`src/include/fuser_map.svh`:
```
// constant map for the fuser temperature supervisor
`ifndef FUSER_MAP_SVH
`define FUSER_MAP_SVH
`define FUSER_TEMP_W        10
`define FUSER_SETPOINT_DEF  10'h0A0
`define FUSER_OVERHEAT_DEF  10'h0B9
`define FUSER_OVER_CYC_DEF  100000
`define FUSER_WARM_CYC_DEF  3000000
`define FUSER_UNDER_CYC_DEF 1000000
`define FUSER_ABOVE_CYC_DEF 1000000
`define FUSER_CNT_W         32
`define FUSER_ERR_W         4
`define FUSER_ERR_NONE      4'h0
`define FUSER_ERR_SENSOR    4'h1
`define FUSER_ERR_OVERTO    4'h2
`define FUSER_ERR_WARMUP    4'h3
`define FUSER_ERR_UNDER     4'h4
`define FUSER_ERR_OVERSP    4'h5
`define FUSER_ERR_HWOVER    4'h6
`define FUSER_ERR_LIMIT     4'h7
`endif

```
`src/include/fuser_pkg.sv`:
```
// types for the fuser temperature supervisor
package fuser_pkg;
    typedef enum logic [1:0] {
        ST_WARMUP = 2'b00,
        ST_REGULATE = 2'b01,
        ST_FAULT = 2'b10
    } sup_state_t;
endpackage

```
`src/include/fuser_timer_if.sv`:
```
// interface between the supervisor and its persistence timer
`timescale 1ns/1ps
interface fuser_timer_if #(parameter int CNT_W = 32);
    logic             run;
    logic [CNT_W-1:0] limit;
    logic             expired;
    modport ctrl  (output run, output limit, input expired);
    modport timer (input run, input limit, output expired);
endinterface

```
`src/rtl/fuser_persist_timer.sv`:
```
// persistence timer: expires when run stays high past the limit
`timescale 1ns/1ps
module fuser_persist_timer #(
    parameter int CNT_W = 32
) (
    input  wire logic    mclk_i,
    input  wire logic    srst_i,
    input  wire logic    ce_i,
    fuser_timer_if.timer tmr
);
    logic [CNT_W-1:0] cnt_q;
    logic [CNT_W-1:0] cnt_d;
    wire              at_limit = (cnt_q >= tmr.limit);

    // counter clears whenever condition drops, saturates at limit
    assign cnt_d = !tmr.run ? '0 : (at_limit ? cnt_q : cnt_q + 1'b1);
    assign tmr.expired = tmr.run && at_limit;

    // count register
    always_ff @(posedge mclk_i) begin
        if (srst_i) begin
            cnt_q <= '0;
        end else if (ce_i) begin
            cnt_q <= cnt_d;
        end
    end
endmodule

```
`src/rtl/fuser_temperature_supervisor.sv`:
```
// fuser heater regulation and fault supervision
`timescale 1ns/1ps
`include "fuser_map.svh"
module fuser_temperature_supervisor #(
    parameter int                      TEMP_W    = `FUSER_TEMP_W,
    parameter logic [TEMP_W-1:0]       SETPOINT  = `FUSER_SETPOINT_DEF,
    parameter logic [TEMP_W-1:0]       OVERHEAT  = `FUSER_OVERHEAT_DEF,
    parameter logic [`FUSER_CNT_W-1:0] OVER_CYC  = `FUSER_OVER_CYC_DEF,
    parameter logic [`FUSER_CNT_W-1:0] WARM_CYC  = `FUSER_WARM_CYC_DEF,
    parameter logic [`FUSER_CNT_W-1:0] UNDER_CYC = `FUSER_UNDER_CYC_DEF,
    parameter logic [`FUSER_CNT_W-1:0] ABOVE_CYC = `FUSER_ABOVE_CYC_DEF
) (
    input  wire logic                   mclk_i,
    input  wire logic                   srst_i,
    input  wire logic                   ce_i,
    input  wire logic [TEMP_W-1:0]      roller_temp_i,
    input  wire logic                   temp_valid_i,
    input  wire logic                   thermistor_fault_i,
    input  wire logic                   hw_overheat_cut_i,
    output logic                        heater_on_n_o,
    output logic                        power_relay_on_o,
    output logic                        ac_cut_off_o,
    output logic                        printer_stop_o,
    output logic                        fault_o,
    output logic [`FUSER_ERR_W-1:0]     err_code_o,
    output logic                        warm_ready_o
);
    // parameter checks
    initial begin
        if (TEMP_W < 2 || TEMP_W > 16) begin
            $error("fuser supervisor: TEMP_W out of range");
        end
        if (SETPOINT >= OVERHEAT) begin
            $error("fuser supervisor: set point must be below overheat limit");
        end
        if (OVER_CYC == '0 || WARM_CYC == '0 || UNDER_CYC == '0 || ABOVE_CYC == '0) begin
            $error("fuser supervisor: time limits must be nonzero");
        end
    end

    // two-flop synchronisers for the external inputs
    logic [TEMP_W+2:0] sync1_q;
    logic [TEMP_W+2:0] sync2_q;
    always_ff @(posedge mclk_i) begin
        if (srst_i) begin
            sync1_q <= '0;
            sync2_q <= '0;
        end else if (ce_i) begin
            sync1_q <= {temp_valid_i, thermistor_fault_i, hw_overheat_cut_i, roller_temp_i};
            sync2_q <= sync1_q;
        end
    end

    wire              vld_s  = sync2_q[TEMP_W+2];
    wire              terr_s = sync2_q[TEMP_W+1];
    wire              hwc_s  = sync2_q[TEMP_W];
    wire [TEMP_W-1:0] samp_s = sync2_q[TEMP_W-1:0];

    // held converter reading; ignored until first valid sample
    logic [TEMP_W-1:0] temp_q;
    logic              have_q;
    always_ff @(posedge mclk_i) begin
        if (srst_i) begin
            temp_q <= '0;
            have_q <= 1'b0;
        end else if (ce_i && vld_s) begin
            temp_q <= samp_s;
            have_q <= 1'b1;
        end
    end

    // comparisons on the digitized reading
    wire below_sp  = have_q && (temp_q < SETPOINT);
    wire above_sp  = have_q && (temp_q > SETPOINT);
    wire at_limit  = have_q && (temp_q >= OVERHEAT);

    fuser_pkg::sup_state_t state_q;
    fuser_pkg::sup_state_t state_d;
    logic [`FUSER_ERR_W-1:0] err_q;
    logic [`FUSER_ERR_W-1:0] err_d;
    logic                    heat_q;

    // persistence timers
    fuser_timer_if #(.CNT_W(`FUSER_CNT_W)) t_over ();
    fuser_timer_if #(.CNT_W(`FUSER_CNT_W)) t_warm ();
    fuser_timer_if #(.CNT_W(`FUSER_CNT_W)) t_under ();
    fuser_timer_if #(.CNT_W(`FUSER_CNT_W)) t_above ();

    wire regulating = (state_q == fuser_pkg::ST_REGULATE);
    assign t_over.run    = (state_q != fuser_pkg::ST_FAULT) && at_limit;
    assign t_over.limit  = OVER_CYC;
    assign t_warm.run    = (state_q == fuser_pkg::ST_WARMUP);
    assign t_warm.limit  = WARM_CYC;
    assign t_under.run   = regulating && below_sp;
    assign t_under.limit = UNDER_CYC;
    assign t_above.run   = regulating && above_sp;
    assign t_above.limit = ABOVE_CYC;

    fuser_persist_timer #(.CNT_W(`FUSER_CNT_W)) u_t_over (
        .mclk_i(mclk_i), .srst_i(srst_i), .ce_i(ce_i), .tmr(t_over.timer)
    );
    fuser_persist_timer #(.CNT_W(`FUSER_CNT_W)) u_t_warm (
        .mclk_i(mclk_i), .srst_i(srst_i), .ce_i(ce_i), .tmr(t_warm.timer)
    );
    fuser_persist_timer #(.CNT_W(`FUSER_CNT_W)) u_t_under (
        .mclk_i(mclk_i), .srst_i(srst_i), .ce_i(ce_i), .tmr(t_under.timer)
    );
    fuser_persist_timer #(.CNT_W(`FUSER_CNT_W)) u_t_above (
        .mclk_i(mclk_i), .srst_i(srst_i), .ce_i(ce_i), .tmr(t_above.timer)
    );

    // fault code selection, fixed priority
    wire [`FUSER_ERR_W-1:0] new_err =
        terr_s            ? `FUSER_ERR_SENSOR :
        hwc_s             ? `FUSER_ERR_HWOVER :
        t_over.expired    ? `FUSER_ERR_OVERTO :
        at_limit          ? `FUSER_ERR_LIMIT  :
        t_warm.expired    ? `FUSER_ERR_WARMUP :
        t_under.expired   ? `FUSER_ERR_UNDER  :
        t_above.expired   ? `FUSER_ERR_OVERSP :
                            `FUSER_ERR_NONE;
    wire any_fault = (new_err != `FUSER_ERR_NONE);

    // supervisor next state; fault latches until reset
    always_comb begin
        state_d = state_q;
        err_d   = err_q;
        unique case (state_q)
            fuser_pkg::ST_WARMUP: begin
                if (any_fault) begin
                    state_d = fuser_pkg::ST_FAULT;
                    err_d   = new_err;
                end else if (have_q && !below_sp) begin
                    state_d = fuser_pkg::ST_REGULATE;
                end
            end
            fuser_pkg::ST_REGULATE: begin
                if (any_fault) begin
                    state_d = fuser_pkg::ST_FAULT;
                    err_d   = new_err;
                end
            end
            fuser_pkg::ST_FAULT: begin
                state_d = fuser_pkg::ST_FAULT;
            end
            default: begin
                state_d = fuser_pkg::ST_FAULT;
                err_d   = `FUSER_ERR_LIMIT;
            end
        endcase
    end

    // state and error code registers
    always_ff @(posedge mclk_i) begin
        if (srst_i) begin
            state_q <= fuser_pkg::ST_WARMUP;
            err_q   <= `FUSER_ERR_NONE;
        end else if (ce_i) begin
            state_q <= state_d;
            err_q   <= err_d;
        end
    end

    // on/off regulation around the set point
    wire heat_d = !any_fault && (state_q != fuser_pkg::ST_FAULT) && have_q
                  && (temp_q < SETPOINT);
    always_ff @(posedge mclk_i) begin
        if (srst_i) begin
            heat_q <= 1'b0;
        end else if (ce_i) begin
            heat_q <= heat_d;
        end
    end

    // outputs; relay drops while cut-off, stop and fault rise with the fault state
    wire faulted = (state_q == fuser_pkg::ST_FAULT);
    assign heater_on_n_o    = !heat_q;
    assign power_relay_on_o = !faulted;
    assign ac_cut_off_o     = faulted;
    assign printer_stop_o   = faulted;
    assign fault_o          = faulted;
    assign err_code_o       = err_q;
    assign warm_ready_o     = regulating;
endmodule
```
`config.mk`:
```
export PLATFORM = sky130hd
export DESIGN_NAME = fuser_temperature_supervisor
export DESIGN_NICKNAME = d
export VERILOG_FILES = /design/src/include/fuser_pkg.sv /design/src/include/fuser_timer_if.sv /design/src/rtl/fuser_persist_timer.sv /design/src/rtl/fuser_temperature_supervisor.sv
export VERILOG_INCLUDE_DIRS = /design/src /design/src/include
export SDC_FILE = /design/constraint.sdc
export NUM_CORES = 1
export LEC_CHECK = 0
export ABC_AREA = 1
export BUFFER_PORTS_ARGS = -buffer_cell sky130_fd_sc_hd__buf_2
export CELL_PAD_IN_SITES_DETAIL_PLACEMENT = 1
export CELL_PAD_IN_SITES_GLOBAL_PLACEMENT = 1
export CORE_MARGIN = 10
export CORE_UTILIZATION = 46
export CTS_CLUSTER_DIAMETER = 120
export DETAILED_ROUTE_END_ITERATION = 16
export GPL_ROUTABILITY_DRIVEN = 0
export PLACE_DENSITY = 0.86
export SYNTH_ARGS = -nofsm -noshare
export SYNTH_HDL_FRONTEND = slang
export SYNTH_SLANG_ARGS = --single-unit
```
`constraint.sdc`:
```
create_clock -name mclk_i -period 2.3 [get_ports mclk_i]
set_input_delay 0 -clock mclk_i [delete_from_list [all_inputs] [get_ports mclk_i]]
set_output_delay 0 -clock mclk_i [all_outputs]
set_load 0.05 [all_outputs]
```
==> results.txt <==
----------------------------------------------------
[Run status]
  Run status ... finished clean

[Pwr]
  Highest ir drop seen on vdd ... 533.9 uV
  Share of power burned in the clock network ... about 45%
  Combinational fraction of design power ... under 10%
  Power per unit of standard cell area ... between 700 and 800 nW/um2
  Switching power ... 1.566 mW
  Cell internal pwr ... roughly 4.7 mW
  Register share of total power ... 48.8%
  Net switching share of the total power ... approximately 25%
  Static power due to leakage ... between 3 and 4 nW

[Synthesis]
  Number of enable flip-flop cells after synthesis ... 0
  Summed instance area of the synthesized netlist ... between 7000 and 8000 um2
  Synth Net Count ... ~1.1k
  Yosys cell types ... 48
  Register bit total from synthesis ... between 150 and 200
  Synthesis Warnings ... 0
  Proportion of synthesized chip area in sequential cells ... between 40% and 50%
  Top flip-flop cell by instance count after synthesis ... sky130_fd_sc_hd__dfxtp_1
  Synthesized instance count ... roughly 1.0k
  Per-instance average area after synthesis ... between 7 and 8 um2
  Fraction of registers with async set/reset ... 0%

[Setup path]
  Required time worst endpoint ... between 2 and 3 ns
  Worst Path Max Fanout ... 20
  Critical path class ... flip-flop to flip-flop
  Data arrival at the endpoint of the critical path ... about 2.5 ns
  Kind of end point of the critical path ... flip-flop
  Slack of the worst reg-to-reg path ... around 0.14 ns
  CP Buf/Inv Count ... 2
  Top Family by Delay on Critical Path ... simple AND/OR/NAND/NOR gates
  Startpoint type of the worst setup path ... flip-flop
  Largest incremental delay on the critical path ... about 0.34 ns
  Slowest library cell on the worst path ... sky130_fd_sc_hd__nor3_2
  Cell breakdown of the critical path ... nor2_2 > nand4_1 > nor3_2 > nor2_4 > nand2_4 > nand2_8 > inv_4 > buf_4 > nand3_1 > a21oi_1 > o21a_1

[Timing]
  Min Hold Slack ... 0.1170 ns
  Post-route clock period utilization ... between 90% and 100%
  Tmin final ... roughly 2.2 ns
  Slew at the pin closest to its max-slew limit ... a little under 0.6 ns
  RSZ-0062 raised after global routing ... true
  Setup skew after layout ... ~0.0089 ns
  Worst slew margin relative to its limit ... 60.42%
  Number of hold violations in the final report ... 0
  Final Slew Violations ... 0
  Final count of negative-setup-slack endpoints ... 0
  Timing-limited maximum frequency ... roughly 460 MHz

[Cells and area]
  Number of nets in the layout ... 1113
  Fillers ... between 2k and 2.5k
  Commonest non-fill, non-tap cell in the layout ... sky130_fd_sc_hd__nand2_1
  Ratio of cells with drive above 1 in the final layout ... between 10% and 20%
  Final Instance Area ... about 8800 um2
  Leading cell types in the layout, fill and taps excluded ... sky130_fd_sc_hd__nand2_1, sky130_fd_sc_hd__dfxtp_1, sky130_fd_sc_hd__nor2_1, sky130_fd_sc_hd__inv_1, sky130_fd_sc_hd__a21oi_1
  Area growth from synthesis to layout ... 14.60%
  N_diodes ... 0

[CTS]
  Num CTS Buffers ... 17
  # Post-CTS Setup Buffers ... 0
  Number of buffers on the longest clock path ... 2
  Latest clock arrival within the worst-skew pair ... between 0.4 and 0.5 ns
  Htree depth ... 4
  CTS tree ... done
  TritonCTS sink count ... around 170
  Clock tree root buffer cell ... sky130_fd_sc_hd__clkbuf_16
  Clock-pin slew on the worst setup and hold paths ... 0.07 ns

[Die]
  Die width ... 149.4 um
  IO Count ... 26
  Number of rows in the core area ... 47
  Area enclosed by the die boundary ... around 22000 um2
  Chip Height ... between 100 and 150 um
  Effective utilization at floorplan ... around 47%
  Standard cell core area ... around 17000 um2

[Routing]
  Average wire per standard cell ... between 15 and 20 um
  WL final ... ~21000 um
  Initial DRC count ... 290
  Count of TritonRoute iterations in the first routing pass ... 4
  Residual DRC count ... 0
  Total number of vias ... 6940
  Count of antenna-violating nets left after detailed routing ... 0
  Via-per-instance ratio ... ~5.2

[Global routing]
  Total routing resource utilization after global routing ... 19.05%
  Pin count of the biggest net entering global routing ... 47
  First-pass GRT wire length ... about 35000 um
  Antenna violations before repair ... 0
  Global-route congestion overflow total ... 0
  Vias in the first global route ... around 7.3k

[Run]
  Max Cap Violations ... 0

[Min path]
  Worst hold path class ... input pin to flip-flop

[Placement]
  Cell area after placement ... between 8000 and 9000 um2
  IO buf count ... 24
  Post-DP HPWL ... ~14000 um

----------------------------------------------------
state kept, by name (all words and copies together) (netlist names):
register,flops
u_t_above.cnt_q,32
u_t_over.cnt_q,32
u_t_under.cnt_q,32
u_t_warm.cnt_q,32
sync1_q,13
sync2_q,13
temp_q,10
err_code_o,3
state_q,2
have_q,1
heat_q,1
metrics by stage:
step | setup TNS [ns] | instances | power [mW] | setup slack [ns] | utilization, %
2_1_floorplan | 0 | 1045 | 3.398 | 0.2006 | -
3_3_place_gp | 0 | 1276 | 3.490 | 0.3258 | 48.97
3_5_place_dp | 0 | 1276 | 3.505 | 0.2163 | 48.97
4_1_cts | 0 | 1322 | 6.297 | 0.02827 | 53.26
5_1_grt | -0.2491 | 1322 | 6.477 | -0.09777 | 53.42
6_report | 0 | 1322 | 6.261 | 0.1433 | 53.42
kinds of logic (layout without fill, tap and decap cells):
kind of cell,after synthesis,count (layout),share of synthesized area (%)
flops,171,171,44.44
simple gates,502,502,31.34
compound gates,173,173,12.52
xor+xnor,8,8,0.9097
fa+ha+maj,8,8,1.300
other cells,1,1,0.04869
buf+inv,182,239,9.438
path summary, 6_finish.rpt:
kind,start,end,cells past startpoint
setup / recovery,temp_q[9],u_t_above.cnt_q[16],11
hold / removal,ce_i,u_t_over.cnt_q[15],4
setup reg to reg,temp_q[9],u_t_above.cnt_q[16],11
hold reg to reg,u_t_over.cnt_q[18],u_t_over.cnt_q[18],2
repair_timing:
| item | in CTS | in global routing |
|---|---|---|
| hold buffers | 14 | 0 |
| endpoints found under the hold margin | 19 | 0 |
| setup endpoints to repair | 0 | 14 |
| resized for setup | 0 | 6 |
layout make-up:
type	count	area, um2	area share [%]
Inverter	147	556.8	6.308
Tap cell	220	275.3	3.118
Sequential cell	171	3425	38.80
Clock inverter	13	115.1	1.304
Clock buffer	19	452.9	5.131
Multi-Input combinational cell	692	3577	40.52
Timing Repair Buffer	60	425.4	4.819
cell usage after synthesis (5+ instances only):
master                     count  area share (%)
sky130_fd_sc_hd__a21oi_1      73             4.7
sky130_fd_sc_hd__o21ai_0      64             4.2
sky130_fd_sc_hd__buf_4         5            0.49
sky130_fd_sc_hd__nor2_4        6            0.88
sky130_fd_sc_hd__nand3_1      30             1.9
sky130_fd_sc_hd__nor3_1       56             3.6
sky130_fd_sc_hd__xor2_1        7            0.80
sky130_fd_sc_hd__a211oi_1     15             1.5
sky130_fd_sc_hd__nor3_2       14             1.8
sky130_fd_sc_hd__ha_1          8             1.3
sky130_fd_sc_hd__nor2_2        7            0.57
sky130_fd_sc_hd__inv_2         8            0.39
sky130_fd_sc_hd__nand4_1      24             1.9
sky130_fd_sc_hd__dfxtp_1     171              44
sky130_fd_sc_hd__clkbuf_1     17            0.83
sky130_fd_sc_hd__nand2_2       7            0.57
sky130_fd_sc_hd__inv_1       136             6.6
sky130_fd_sc_hd__o21ai_1       7            0.45
sky130_fd_sc_hd__nand2_1     182             8.9
sky130_fd_sc_hd__buf_2        10            0.65
sky130_fd_sc_hd__nor2_1      152             7.4
power groups by stage:
stage | Sequential (mW) | Combinational [mW] | Clock, mW
6_report | 3.05 | 0.423 | 2.79
5_1_grt | 3.06 | 0.465 | 2.96
4_1_cts | 3.05 | 0.418 | 2.83
3_5_place_dp | 3.12 | 0.388 | 0
3_3_place_gp | 3.11 | 0.375 | 0
2_1_floorplan | 3.12 | 0.279 | 0
worst min-delay path, cell delays in order:
cell and delay, ns:
sky130_fd_sc_hd__buf_2 0.23, sky130_fd_sc_hd__a21oi_4 0.15, sky130_fd_sc_hd__nand2_1 0.08, sky130_fd_sc_hd__nor2_1 0.03
routing by layer:
metal  vias up  GRT usage [%]  part of all wire [%]
li1       3453              -                     -
met1      3368          21.88                    44
met3        38          3.246                   2.1
met2        81          34.03                    52
met4         0          7.949                   2.4
met5         -              0                     0
No activity file was read; power rests on OpenSTA's default activity.
